===== config.mk =====
export PLATFORM = sky130hd
export DESIGN_NAME = weld_panel
export DESIGN_NICKNAME = d
export VERILOG_FILES = /design/src/hw/weld_panel_pkg.sv /design/src/hw/key_step_if.sv /design/src/hw/key_repeat.sv /design/src/hw/weld_panel.sv
export SDC_FILE = /design/constraint.sdc
export NUM_CORES = 1
export LEC_CHECK = 0
export BUFFER_PORTS_ARGS = -buffer_cell sky130_fd_sc_hd__buf_2
export CORE_MARGIN = 2
export CORE_UTILIZATION = 50
export DETAILED_ROUTE_END_ITERATION = 8
export PLACE_DENSITY = 0.73
export REMOVE_ABC_BUFFERS = 1
export SLEW_MARGIN = 10
export SYNTH_ARGS = -nofsm -noshare
export SYNTH_HDL_FRONTEND = slang
export SYNTH_SLANG_ARGS = --single-unit

===== constraint.sdc =====
create_clock -name clock -period 5.87 [get_ports clock]
set_input_delay 0.587 -clock clock [delete_from_list [all_inputs] [get_ports clock]]
set_output_delay 0.587 -clock clock [all_outputs]
set_load 0.005 [all_outputs]

===== src/hw/weld_panel_pkg.sv =====
package weld_panel_pkg;

    // clock rate and panel timings
    localparam int CLOCK_HZ       = 200_000_000;
    localparam int REPEAT_MS      = 250;   // auto-repeat period while an arrow is held
    localparam int HOLD_MS        = 4000;  // hold time before the big step applies
    localparam int RESTART_MS     = 20;    // least quiet time after an alarm reset

    // cycle counts; whole milliseconds keep each product inside an int
    localparam int REPEAT_CYCLES  = (CLOCK_HZ / 1000) * REPEAT_MS;
    localparam int RESTART_CYCLES = (CLOCK_HZ / 1000) * RESTART_MS;
    localparam int HOLD_TICKS     = HOLD_MS / REPEAT_MS;

    // edit steps
    localparam logic [9:0] STEP_SMALL = 10'h001;
    localparam logic [9:0] STEP_BIG   = 10'h005;

    // configuration register numbers, used directly as bus addresses
    localparam logic [7:0] REG_FIRST      = 8'h65;  // first register shown in select mode
    localparam logic [7:0] REG_LAST       = 8'h81;  // amplitude register, last one held
    localparam logic [7:0] REG_LATCH      = 8'h67;  // latching alarms bit
    localparam logic [7:0] REG_EXT_AMP    = 8'h68;  // external amplitude bit
    localparam logic [7:0] REG_AMPLITUDE  = 8'h81;
    localparam logic [7:0] ADDR_CONTROL   = 8'hf0;  // bit 0 picks the analog input
    localparam logic [7:0] ADDR_STATUS    = 8'hf1;
    localparam int         REG_COUNT      = 29;

    // status register field positions
    localparam int ST_ALARM   = 0;
    localparam int ST_SONIC   = 1;
    localparam int ST_HOLDOFF = 2;
    localparam int ST_MODE    = 3;

    // panel display modes, one-hot
    typedef enum logic [2:0]
    {
        MODE_AMP = 3'b001,  // amplitude shown, percent icon
        MODE_SEL = 3'b010,  // register number shown, number icon
        MODE_VAL = 3'b100   // register value shown, circle icon
    } mode_t;

    // one table entry: read-only flag, limits and default
    typedef struct packed
    {
        logic       ro;
        logic [9:0] min;
        logic [9:0] max;
        logic [9:0] def;
    } reg_limits_t;

    // entries from register 101 on, fields {ro, min, max, def}, ro one bit and the rest ten bits each
    localparam reg_limits_t REG_TABLE [0:REG_COUNT-1] = '{
        31'h400f9c00, 31'h00000400, 31'h00000400, 31'h00000400, 31'h001f9c50, 31'h00000401,
        31'h00000801, 31'h001f9c50, 31'h00000400, 31'h001f9df4, 31'h00000400, 31'h40000000,
        31'h40000000, 31'h40000000, 31'h00000800, 31'h4003fcc0, 31'h4003fca8, 31'h4003fc0a,
        31'h4003fc64, 31'h4003fc00, 31'h4003fc00, 31'h4003fc00, 31'h4003fc00, 31'h4003fcff,
        31'h4003fcff, 31'h4003fcff, 31'h4003fc00, 31'h00000c02, 31'h00a19064
    };

    // true when a register number has storage behind it
    function automatic logic reg_mapped(input logic [7:0] num);
        return (num >= REG_FIRST) && (num <= REG_LAST);
    endfunction : reg_mapped

    // storage index of a mapped register number
    function automatic logic [4:0] reg_index(input logic [7:0] num);
        return 5'(num - REG_FIRST);
    endfunction : reg_index

    // step a value up or down, saturating at the limits instead of wrapping
    function automatic logic [9:0] sat_step(input logic [9:0] val, input logic up,
                                            input logic big, input logic [9:0] lo,
                                            input logic [9:0] hi);
        logic [10:0] step;
        logic [10:0] sum;
        step = {1'b0, (big ? STEP_BIG : STEP_SMALL)};
        if (up)
        begin
            sum = {1'b0, val} + step;
            return (sum > {1'b0, hi}) ? hi : sum[9:0];
        end
        return ({1'b0, val} < ({1'b0, lo} + step)) ? lo : val - step[9:0];
    endfunction : sat_step

    // clamp a written value into the limits
    function automatic logic [9:0] clamp(input logic [9:0] val, input logic [9:0] lo,
                                         input logic [9:0] hi);
        return (val < lo) ? lo : ((val > hi) ? hi : val);
    endfunction : clamp

endpackage : weld_panel_pkg


===== src/hw/key_step_if.sv =====
// arrow key levels out to the repeat engine, edit steps back
interface key_step_if;
    logic up;        // up arrow held, synchronised level
    logic down;      // down arrow held, synchronised level
    logic step;      // one-cycle pulse: apply one edit step
    logic step_up;   // direction of the step
    logic step_big;  // step is the large one

    modport rpt (input up, down, output step, step_up, step_big);
    modport ctl (output up, down, input step, step_up, step_big);
endinterface : key_step_if


===== src/hw/key_repeat.sv =====
module key_repeat
    import weld_panel_pkg::*;
#(
    parameter int REPEAT_CYCLES_P = REPEAT_CYCLES,
    parameter int HOLD_TICKS_P    = HOLD_TICKS
)
(
    input  wire logic clock,
    input  wire logic srst,
    key_step_if.rpt   keys
);
    localparam int CW = $clog2(REPEAT_CYCLES_P + 1);
    localparam int HW = $clog2(HOLD_TICKS_P + 1);

    logic          held;       // one arrow down; both count as none
    logic          held_prev;  // held one cycle ago, for the press edge
    logic [CW-1:0] rpt_cnt;    // quarter-second divider
    logic [HW-1:0] hold_cnt;   // repeat ticks seen during this hold
    logic          tick;       // one-cycle enable at each repeat period

    assign held = keys.up ^ keys.down;
    assign tick = held && (rpt_cnt == CW'(REPEAT_CYCLES_P - 1));

    // press edge tracker
    always_ff @(posedge clock)
    begin
        if (srst)
            held_prev <= 1'b0;
        else
            held_prev <= held;
    end

    // repeat divider, restarted on every release
    always_ff @(posedge clock)
    begin
        if (srst || !held)
            rpt_cnt <= '0;  // RULE22
        else if (tick)
            rpt_cnt <= '0;
        else
            rpt_cnt <= rpt_cnt + 1'b1;  // RULE22
    end

    // hold timer in ticks; saturates so a long hold stays big
    always_ff @(posedge clock)
    begin
        if (srst || !held)
            hold_cnt <= '0;  // RULE22
        else if (tick && (hold_cnt < HW'(HOLD_TICKS_P)))
            hold_cnt <= hold_cnt + 1'b1;
    end

    // step pulse: once on the press, then once per tick while held
    always_ff @(posedge clock)
    begin
        if (srst)
        begin
            keys.step     <= 1'b0;
            keys.step_up  <= 1'b0;
            keys.step_big <= 1'b0;
        end
        else
        begin
            keys.step     <= (held && !held_prev) || tick;  // RULE5 RULE6 RULE15
            keys.step_up  <= keys.up;
            // the tick that completes four seconds already takes the big step
            keys.step_big <= tick && ((hold_cnt + 1'b1) >= HW'(HOLD_TICKS_P));  // RULE7
        end
    end

endmodule : key_repeat


===== src/hw/weld_panel.sv =====
// Overview of operation
// RULE1: start input enables output
// RULE2: output holds until start drops
// RULE3: power-up shows stored amplitude
// RULE4: config key steps display modes
// RULE5: arrow press steps amplitude by one
// RULE6: held arrow repeats each quarter second
// RULE7: four seconds held gives step five
// RULE8: external amplitude ignores arrows, shows dashes
// RULE9: external amplitude from chosen analog input
// RULE10: overload lights alarm icon and output
// RULE11: latched alarm cleared by reset key/input
// RULE12: unlatched alarm cleared by start reassert
// RULE13: no restart within 20 ms of clear
// RULE14: select mode starts at 101, remembers
// RULE15: arrows move between registers
// RULE16: config key shows value, circle icon
// RULE17: value edit steps one, repeats, then five
// RULE18: reset key loads register default
// RULE19: config key stores, returns to amplitude
// RULE20: stored bit selects latching alarms
// RULE21: stored bit enables external amplitude
// RULE22: timers count clocks, restart on release
// RULE23: edits saturate at limits
module weld_panel
#(
    parameter int REPEAT_CYCLES_P  = weld_panel_pkg::REPEAT_CYCLES,
    parameter int HOLD_TICKS_P     = weld_panel_pkg::HOLD_TICKS,
    parameter int RESTART_CYCLES_P = weld_panel_pkg::RESTART_CYCLES
)
(
    input  wire logic       clock,
    input  wire logic       srst,
    input  wire logic       factory_init,
    input  wire logic       key_config,
    input  wire logic       key_up,
    input  wire logic       key_down,
    input  wire logic       key_reset,
    input  wire logic       ext_start,
    input  wire logic       ext_reset,
    input  wire logic       overload,
    input  wire logic [6:0] analog_a,
    input  wire logic [6:0] analog_b,
    input  wire logic [7:0] reg_addr,
    input  wire logic [9:0] reg_wdata,
    input  wire logic       reg_write,
    input  wire logic       reg_read,
    output logic      [9:0] reg_rdata,
    output logic            sonic_enable,
    output logic            general_alarm,
    output logic      [6:0] amplitude,
    output logic      [9:0] disp_value,
    output logic            disp_dashes,
    output logic            icon_percent,
    output logic            icon_number,
    output logic            icon_circle,
    output logic            icon_alarm
);
    import weld_panel_pkg::*;

    localparam int RW = $clog2(RESTART_CYCLES_P + 1);
    localparam logic [4:0] AMP_IDX = reg_index(REG_AMPLITUDE);  // amplitude slot in store

    // pin order in the sync vectors
    localparam int P_CFG   = 0;
    localparam int P_UP    = 1;
    localparam int P_DOWN  = 2;
    localparam int P_RST   = 3;
    localparam int P_START = 4;
    localparam int P_XRST  = 5;

    logic [5:0]    pin_meta;          // first stage, read only by the second
    logic [5:0]    pin_sync;          // pins in the clock domain
    logic [5:0]    pin_prev;          // pin_sync one cycle ago
    logic [5:0]    pin_rise;          // press or assert edges
    logic [9:0]    store [0:REG_COUNT-1];  // retained configuration values
    mode_t         mode;              // display mode
    logic [7:0]    sel_reg;           // register number chosen in select mode
    logic [9:0]    edit_val;          // value being edited
    logic          alarm;             // overload alarm, sticky
    logic [RW-1:0] holdoff;           // restart quiet time after an alarm clear
    logic          analog_sel;        // 0 picks analog_a, 1 picks analog_b
    logic          latching;          // latching alarm setting
    logic          ext_amp;           // external amplitude setting
    logic          alarm_clr;         // clear request for this cycle
    logic [4:0]    sel_idx;           // storage index of sel_reg
    logic [4:0]    wr_idx;            // storage index of reg_addr
    reg_limits_t   sel_lim;           // limits of the selected register
    reg_limits_t   wr_lim;            // limits of the addressed register
    logic [6:0]    ext_level;         // analog input chosen for amplitude
    logic          cfg_press;         // config key press edge
    logic          rst_press;         // reset key press edge

    key_step_if keys ();

    assign pin_rise  = pin_sync & ~pin_prev;
    assign cfg_press = pin_rise[P_CFG];
    assign rst_press = pin_rise[P_RST];
    assign sel_idx   = reg_index(sel_reg);
    assign wr_idx    = reg_index(reg_addr);
    assign sel_lim   = REG_TABLE[sel_idx];
    assign wr_lim    = REG_TABLE[wr_idx];
    assign latching  = store[reg_index(REG_LATCH)][0];    // RULE20
    assign ext_amp   = store[reg_index(REG_EXT_AMP)][0];  // RULE21
    assign ext_level = analog_sel ? analog_b : analog_a;  // RULE9
    assign keys.up   = pin_sync[P_UP];
    assign keys.down = pin_sync[P_DOWN];

    // arrow keys to step pulses
    key_repeat #(
        .REPEAT_CYCLES_P (REPEAT_CYCLES_P),
        .HOLD_TICKS_P    (HOLD_TICKS_P)
    ) u_repeat (
        .clock (clock),
        .srst  (srst),
        .keys  (keys.rpt)
    );

    // two-stage synchroniser for the key, start and reset pins, plus the edge history
    always_ff @(posedge clock)
    begin
        if (srst)
        begin
            pin_meta <= '0;
            pin_sync <= '0;
            pin_prev <= '0;
        end
        else
        begin
            pin_meta <= {ext_reset, ext_start, key_reset, key_down, key_up, key_config};
            pin_sync <= pin_meta;
            pin_prev <= pin_sync;
        end
    end

    // display mode sequence driven by the config key
    always_ff @(posedge clock)
    begin
        if (srst)
            mode <= MODE_AMP;  // RULE3
        else if (cfg_press)
        begin
            case (mode)
                MODE_AMP: mode <= MODE_SEL;  // RULE4
                MODE_SEL: mode <= MODE_VAL;  // RULE16
                MODE_VAL: mode <= MODE_AMP;  // RULE19
                default:  mode <= MODE_AMP;
            endcase
        end
    end

    // selected register number, kept across visits
    always_ff @(posedge clock)
    begin
        if (srst)
            sel_reg <= REG_FIRST;  // RULE14
        else if ((mode == MODE_SEL) && keys.step)
            sel_reg <= 8'(sat_step({2'b00, sel_reg}, keys.step_up, 1'b0,
                                   {2'b00, REG_FIRST}, {2'b00, REG_LAST}));  // RULE15 RULE23
    end

    // edited value: loaded on entry, stepped, or reset to default
    always_ff @(posedge clock)
    begin
        if (srst)
            edit_val <= '0;
        else if ((mode == MODE_SEL) && cfg_press)
            edit_val <= store[sel_idx];  // RULE16
        else if ((mode == MODE_VAL) && rst_press)
            edit_val <= sel_lim.def;  // RULE18
        else if ((mode == MODE_VAL) && keys.step && !sel_lim.ro)
            edit_val <= sat_step(edit_val, keys.step_up, keys.step_big,
                                 sel_lim.min, sel_lim.max);  // RULE17 RULE23
    end

    // retained storage; only a factory_init reset reloads it
    always_ff @(posedge clock)
    begin
        if (srst && factory_init)
        begin
            for (int i = 0; i < REG_COUNT; i++)
                store[i] <= REG_TABLE[i].def;
        end
        else if (srst)
        begin
            // RULE3: values survive a plain reset
        end
        else if ((mode == MODE_VAL) && cfg_press && !sel_lim.ro)
            store[sel_idx] <= edit_val;  // RULE19
        else if ((mode == MODE_AMP) && keys.step && !ext_amp)  // RULE8
            store[AMP_IDX] <= sat_step(store[AMP_IDX], keys.step_up, keys.step_big,
                                       REG_TABLE[AMP_IDX].min,
                                       REG_TABLE[AMP_IDX].max);  // RULE5 RULE6 RULE7 RULE23
        else if (reg_write && reg_mapped(reg_addr) && !wr_lim.ro)
            // software writes lose to a key edit in the same cycle
            store[wr_idx] <= clamp(reg_wdata, wr_lim.min, wr_lim.max);
    end

    // clear source follows the latching setting
    always_comb
    begin
        if (latching)
            alarm_clr = rst_press || pin_rise[P_XRST];  // RULE11
        else
            alarm_clr = pin_rise[P_START];  // RULE12
    end

    // overload alarm; a new overload wins over a clear in the same cycle
    always_ff @(posedge clock)
    begin
        if (srst)
            alarm <= 1'b0;
        else if (overload)
            alarm <= 1'b1;  // RULE10
        else if (alarm_clr)
            alarm <= 1'b0;  // RULE11 RULE12
    end

    // restart quiet time, armed when an alarm is cleared
    always_ff @(posedge clock)
    begin
        if (srst)
            holdoff <= '0;
        else if (alarm && alarm_clr && !overload)
            holdoff <= RW'(RESTART_CYCLES_P);  // RULE13
        else if (holdoff != '0)
            holdoff <= holdoff - 1'b1;
    end

    // ultrasonic output follows start, blocked by alarm and quiet time
    always_ff @(posedge clock)
    begin
        if (srst)
        begin
            sonic_enable  <= 1'b0;
            general_alarm <= 1'b0;
        end
        else
        begin
            sonic_enable  <= pin_sync[P_START] && !alarm && !overload
                             && (holdoff == '0);  // RULE1 RULE2 RULE13
            general_alarm <= alarm;  // RULE10
        end
    end

    // control register: analog input choice
    always_ff @(posedge clock)
    begin
        if (srst)
            analog_sel <= 1'b0;
        else if (reg_write && (reg_addr == ADDR_CONTROL))
            analog_sel <= reg_wdata[0];
    end

    // read port: data one cycle after the strobe, else zero
    always_ff @(posedge clock)
    begin
        if (srst || !reg_read)
            reg_rdata <= '0;
        else if (reg_mapped(reg_addr))
            reg_rdata <= store[wr_idx];
        else if (reg_addr == ADDR_CONTROL)
            reg_rdata <= {9'h000, analog_sel};
        else if (reg_addr == ADDR_STATUS)
        begin
            reg_rdata               <= '0;
            reg_rdata[ST_ALARM]     <= alarm;
            reg_rdata[ST_SONIC]     <= sonic_enable;
            reg_rdata[ST_HOLDOFF]   <= (holdoff != '0);
            reg_rdata[ST_MODE+:3]   <= mode;
        end
        else
            reg_rdata <= '0;  // unmapped addresses read as zero
    end

    // amplitude to the power stage, analog level clamped
    always_ff @(posedge clock)
    begin
        if (srst)
            amplitude <= '0;
        else if (ext_amp)
            amplitude <= 7'(clamp({3'b000, ext_level}, REG_TABLE[AMP_IDX].min,
                                  REG_TABLE[AMP_IDX].max));  // RULE9
        else
            amplitude <= store[AMP_IDX][6:0];
    end

    // display value and icons
    always_ff @(posedge clock)
    begin
        if (srst)
        begin
            disp_value   <= '0;
            disp_dashes  <= 1'b0;
            icon_percent <= 1'b0;
            icon_number  <= 1'b0;
            icon_circle  <= 1'b0;
            icon_alarm   <= 1'b0;
        end
        else
        begin
            icon_alarm   <= alarm;  // RULE10
            icon_percent <= (mode == MODE_AMP);  // RULE4
            icon_number  <= (mode == MODE_SEL);  // RULE14
            icon_circle  <= (mode == MODE_VAL);  // RULE16
            disp_dashes  <= (mode == MODE_AMP) && ext_amp;  // RULE8
            case (mode)
                MODE_AMP: disp_value <= ext_amp ? 10'h000 : store[AMP_IDX];  // RULE3 RULE8
                MODE_SEL: disp_value <= {2'b00, sel_reg};
                MODE_VAL: disp_value <= edit_val;
                default:  disp_value <= '0;
            endcase
        end
    end

endmodule : weld_panel


# [Yosys cells after proc, flatten, opt, wreduce, memory -nomap -nowiden]
# Memories as Yosys holds them, arrays and structs flattened.
# Index checks and enable logic that the tools add are counted.
[word_totals] elab_cells=190 out_inout_bits=34 input_bits=44 mem_bits_rw=290 mem_count=3 register_bits=131 mem_bits_ro=1984
[op_classes] magnitude_cmp=16 bitwise=6 n_mux=76 addsub=13 n_eq_ne=6 n_reduce_logical=45
[mem_list] memory="(name not given)" depth=32 word_bits=31 rd=1 rd_clocked_by_memory_dff=0 write_ports=0 line="weld_panel.sv:102" text="assign wr_lim = REG_TABLE[wr_idx];"
[mem_list] memory="(name not given)" depth=32 word_bits=31 rd=1 rd_clocked_by_memory_dff=0 write_ports=0 line="weld_panel.sv:101" text="assign sel_lim = REG_TABLE[sel_idx];"
[mem_list] memory="store" depth=29 word_bits=10 rd=5 rd_clocked_by_memory_dff=0 write_ports=29 line="weld_panel.sv:76" text="logic [9:0] store [0:REG_COUNT-1];"
[ops] cell="two-way mux 10 bit" count=22
[ops] cell="two-way mux 31 bit" count=4
[ops] cell="two-way mux 22 bit" count=2
[ops] cell="two-way mux 1 bit" count=33
[ops] cell="two-way mux 8 bit" count=4
[ops] cell="one-hot mux 10 bit (3 select lines)" count=1
[ops] cell="two-way mux 7 bit" count=4
[ops] cell="adder 26 x 1 -> 26 bit, second input constant" count=1
[ops] cell="equality test 26 bit, second input constant" count=1
[ops] cell="logical AND 1 bit" count=24
[ops] cell="adder 10 x 10 -> 11 bit" count=2
[ops] cell="zero test 22 bit" count=1
[ops] cell="nonzero test 22 bit" count=1
[ops] cell="subtractor 22 x 1 -> 22 bit, second input constant" count=1
[ops] cell="OR reduction 10 bit" count=2
[ops] cell="equality test 8 bit, second input constant" count=2
[ops] cell="greater-or-equal comparator 6 bit, second input constant" count=2
[ops] cell="two-way mux 6 bit" count=2
[ops] cell="NOT 5 -> 6 bit" count=2
[ops] cell="adder 10 x 3 -> 11 bit" count=1
[ops] cell="greater-than comparator 11 x 10 -> 1 bit" count=1
[ops] cell="greater-than comparator 11 x 7 -> 1 bit, second input constant" count=1
[ops] cell="< comparator 10 x 11 -> 1 bit" count=1
[ops] cell="greater-than comparator 10 bit" count=1
[ops] cell="other kinds (32)" count=46

# [Depth between registers and ports, before layout]
[depth] ltp_word=16 mapped_depth=22 mapped_depth_nobuf=18

# [By module]
# From an unflattened synthesis, not the netlist that was laid out.
[hier_totals] cells_unflattened=2130 hier_area_um2=24970.2
[modules_own_cells] mod="weld_panel" seq_area_each_um2=11491.0 area_each_um2=23332.4 cells_per_inst=1945 n_inst=1
[modules_own_cells] mod="key_repeat" seq_area_each_um2=700.7 area_each_um2=1637.8 cells_per_inst=185 n_inst=1

# [Worst setup path before layout]
# OpenSTA, ideal clock, no wires.
[synth_path] kind="input port to flip-flop" from="input port reg_addr[0]" to="memory store[29][9], data pin" arrival_ns=5.213 n_path_buf=6 setup_time_ns=0.261 required_time_ns=5.609 cell_stages=22 path_slack_ns=0.396 cell_sequence="clkbuf_1 -> buf_2 -> buf_2 -> inv_1 -> ha_1 -> ha_1 -> clkbuf_1 -> and2_1 -> a2111oi_0 -> a32oi_1 -> inv_1 -> ha_1 -> nand4_1 -> nor3_1 -> a2111oi_0 -> a221oi_1 -> clkbuf_1 -> mux2i_1 -> nor3_1 -> a21oi_1 -> buf_2 -> inv_1"
[synth_lines] item="from (decl)" line="weld_panel.sv:44" text="input wire logic [7:0] reg_addr,"
[synth_lines] item="to (decl)" line="weld_panel.sv:76"

# [Worst setup path in the final report]
[layout_path] from="register sel_reg[0]" to="register edit_val[6]"
[layout_via] elab_chain_cells=12 elab_cells_between_ends=19 cone_classes="2 x add/sub; 2 x order compare; 9 x mux; 1 x bitwise; 3 x reduce/logical; 2 x memory"
[layout_rtl] item="from (decl)" line="weld_panel.sv:78" text="logic [7:0] sel_reg;"
[layout_rtl] item="from (signal assigned)" line="weld_panel.sv:158" text="sel_reg <= 8'(sat_step({2'b00, sel_reg}, keys.step_up, 1'b0,"
[layout_rtl] item="subtractor 5 x 3 -> 5 bit (*)" line="weld_panel_pkg.sv:67" text="return 5'(num - REG_FIRST);"
[layout_rtl] item="NOT 5 -> 6 bit (not written as such)" line="weld_panel.sv:101"
[layout_rtl] item="memory read (32 x 31 bit)"
[layout_rtl] item="two-way mux 31 bit (not written as such) (2 in a row)" line="weld_panel.sv:101"
[layout_rtl] item="adder 10 x 10 -> 11 bit or greater-than comparator 11 x 10 -> 1 bit (tied branches)" line="weld_panel_pkg.sv:82, weld_panel_pkg.sv:80"
[layout_rtl] item="< comparator 10 x 11 -> 1 bit or two-way mux 10 bit (tied branches)" line="weld_panel_pkg.sv:82, weld_panel_pkg.sv:80"
[layout_rtl] item="two-way mux 10 bit (on tied branches)" line="weld_panel_pkg.sv:82, weld_panel_pkg.sv:77"
[layout_rtl] item="two-way mux 10 bit" line="weld_panel_pkg.sv:82" text="return ({1'b0, val} < ({1'b0, lo} + step)) ? lo : val - step[9:0];"
[layout_rtl] item="two-way mux 10 bit" line="weld_panel.sv:171" text="else if ((mode == MODE_VAL) && keys.step && !sel_lim.ro)"
[layout_rtl] item="two-way mux 10 bit" line="weld_panel.sv:169" text="else if ((mode == MODE_VAL) && rst_press)"
[layout_rtl] item="two-way mux 10 bit" line="weld_panel.sv:167" text="else if ((mode == MODE_SEL) && cfg_press)"
[layout_rtl] item="to (signal assigned)" line="weld_panel.sv:168" text="edit_val <= store[sel_idx];"
[layout_rtl] item="to (signal assigned)" line="weld_panel.sv:170" text="edit_val <= sel_lim.def;"
[layout_rtl] item="to (signal assigned)" line="weld_panel.sv:172" text="edit_val <= sat_step(edit_val, keys.step_up, keys.step_big,"
[layout_rtl] item="to (decl)" line="weld_panel.sv:79" text="logic [9:0] edit_val;"
# Every way passes the cells marked *; elsewhere a longest branch is shown, timed or not. The select of a mux whose other input is x is not followed.
# A chain may end at the register's enable or synchronous reset.

==> results.json <==
{
  "finalPower_mw": 7.62,
  "peakVddDrop_mv": 0.241,
  "drive_above_1_share_pct": 19.7,
  "postSynthCellCount": 2112,
  "globalplace.congestion": 0.936,
  "final_cell_mix": "320 x edfxtp_1, 315 x nor2_1, 189 x mux4_2, 186 x nand2_1, 128 x dfxtp_1",
  "ctsResizeCount": 0,
  "crit_type": "flop to flop",
  "timing.final.crit_share_pct": 90.3,
  "crit_required_ns": 6.38,
  "ioPinCount": 78,
  "drt_first_pass_iters": 6,
  "htreeDepth": 2,
  "fin_skew_ns": 0.0332,
  "grt_pass1_wl_um": 110000,
  "drt-wirelength-per-cell_um": 25.2,
  "largest_register_ffs": 320,
  "via_per_inst": 6.44,
  "end_kind": "flop",
  "ys_seq_area_share_pct": 49.0,
  "drt_wl_total_um": 73600,
  "postLayoutCellArea_um2": 27700,
  "reg2reg_depth": 15,
  "clock-sinks": 449,
  "grt-ovfl-total": 0,
  "final_antenna_net_count": 0,
  "die_x_um": 227,
  "ys_async_sr_fraction_pct": 0,
  "clkLatencyLatePin_ns": 0.62,
  "maxCapViolations": 0,
  "first_global_vias": 18300,
  "post-route-drc-count": 0,
  "whs_path_depth": 2,
  "rsz0062_at_grt": "no",
  "final_common_cell": "edfxtp_1",
  "antenna_found_initial": 3,
  "slew_viol_final": 0,
  "synth_area_um2": 24900,
  "ctsHoldBuffers": 0,
  "worst_pin_slew_ns": 1.12,
  "max_freq_ghz": 0.189,
  "grtUsageTotal_pct": 28.7,
  "hp-start": "key_up",
  "cts_buffer_depth": 3,
  "outcome": "finished, final reports clean",
  "synthFlopType": "edfxtp_1",
  "top_regs": "store: 320 flops, u_repeat.rpt_cnt: 26 flops, holdoff: 22 flops",
  "power_density_nw_per_um2": 275,
  "finalHoldViolCount": 0,
  "reg2reg_slack_ns": 0.57,
  "initial_core_util_pct": 50.8,
  "design.die.area_um2": 51600,
  "worstPathArrival_ns": 5.81,
  "largest-register": "store",
  "r2r-end": "edit_val[6]$_SDFFE_PP0P_",
  "critPathLaunch": "sel_reg[0]$_SDFFE_PP1P_",
  "grt_max_degree": 93,
  "placedInstanceArea_um2": 26200,
  "fin_util_pct": 56.6,
  "crit_path_start_kind": "flop",
  "synth-edff-count": 320,
  "area_delta_synth_final_pct": 11.4,
  "place.detailed.hpwl_um": 50200,
  "port_buffers": 77,
  "leakagePower_nw": 9.86,
  "clk_pin_slew_worst_paths_ns": 0.07,
  "setup_viol": 0,
  "whs_ns": 0.176,
  "cts_buffers": 48,
  "final_nets": 2311,
  "slew_headroom_pct": 24.4,
  "hold_class": "input port to flop",
  "post_cts_buffers": 0,
  "r2r-start": "sel_reg[0]$_SDFFE_PP1P_",
  "worstHoldEndpoint": "pin_meta[1]$_SDFF_PP0_",
  "ys_types": 96,
  "drt_iter0_drc": 2581,
  "worstPathMaxFanout": 20,
  "synth-warning-count": 0,
  "min_period_ns": 5.30,
  "cts_tree": "yes",
  "die_y_um": 227,
  "rows": 81,
  "route.vias.total": 18800,
  "synth_area_per_cell_um2": 11.8,
  "coreArea_um2": 49100,
  "cts_root_buf": "clkbuf_16",
  "ys_ff_latch": 449
}
cell families after synthesis:
group                      share of synthesized area (%)
other                                             0.0302
muxes                                               19.1
and+or+nand+nor                                     14.4
buffers and inverters                               3.59
AOI/OAI and AO/OA                                   8.85
adders and majority gates                           2.61
DFF                                                 49.0
xor gates and xnor gates                            2.39
cells in the mapped netlist (all sizes together), types with 51 or more instances:
master,count,area (µm²)
nand2,194,748
nand3,52,273
buf,83,432
clkbuf,71,267
edfxtp,320,9610
ha,52,651
nor2,316,1190
inv,51,191
dfxtp,129,2580
mux4,190,4280
o21ai,58,298
a21oi,99,526
report_power, final:
part           switching, mW  leakage, nW  internal [mW]
clock                   1.31        0.733           1.66
sequential             0.107         4.01           3.55
combinational          0.564         5.13          0.436
total                   1.98         9.86           5.64
cell type report:
class | instances | area (µm²)
Antenna cell | 2 | 5.00
Clock buffer | 61 | 1290
Clock inverter | 26 | 226
Fill cell | 4104 | 21300
Inverter | 52 | 195
Multi-Input combinational cell | 1535 | 12200
Sequential cell | 449 | 12200
Tap cell | 664 | 831
Timing Repair Buffer | 129 | 807
how the worst max path moves through the flow:
stage               depth (start not counted)                       end
global route                               15  edit_val[6]$_SDFFE_PP0P_
global placement                           19    store[28][5]$_DFFE_PP_
CTS                                        15  edit_val[6]$_SDFFE_PP0P_
finish                                     15  edit_val[6]$_SDFFE_PP0P_
detailed placement                         19    store[28][5]$_DFFE_PP_
floorplan                                  15  edit_val[6]$_SDFFE_PP0P_
metal layers:
metal	global-route usage (%)	part of all wire, %	vias to the layer above
li1	-	-	8104
met1	36.7	37	9288
met2	45.9	47	1176
met3	7.19	11	235
met4	13.8	5.0	0
met5	0	0	-
critical path, stage by stage, from the launching register on:
cell	delay (ns)
dfxtp_4	0.36
clkinv_1	0.39
ha_4	0.41
ha_2	0.56
nor2b_1	0.19
a22o_1	0.23
a211oi_1	0.72
ha_1	0.37
a21o_1	0.16
a21oi_1	0.18
nand3b_1	0.12
o211a_1	0.31
or3_1	0.39
a41oi_1	0.31
o21ai_0	0.21
a32o_1	0.26
metrics by stage:
stage                TNS, ns  std cells  setup slack [ns]
floorplan           -1404.37       2036             -3.57
global placement           0       2829             0.355
detailed placement         0       2829             0.312
CTS                        0       2916             0.627
global route               0       2917             0.375
finish                     0       2918             0.572
No activity file was read; power rests on OpenSTA's default activity.
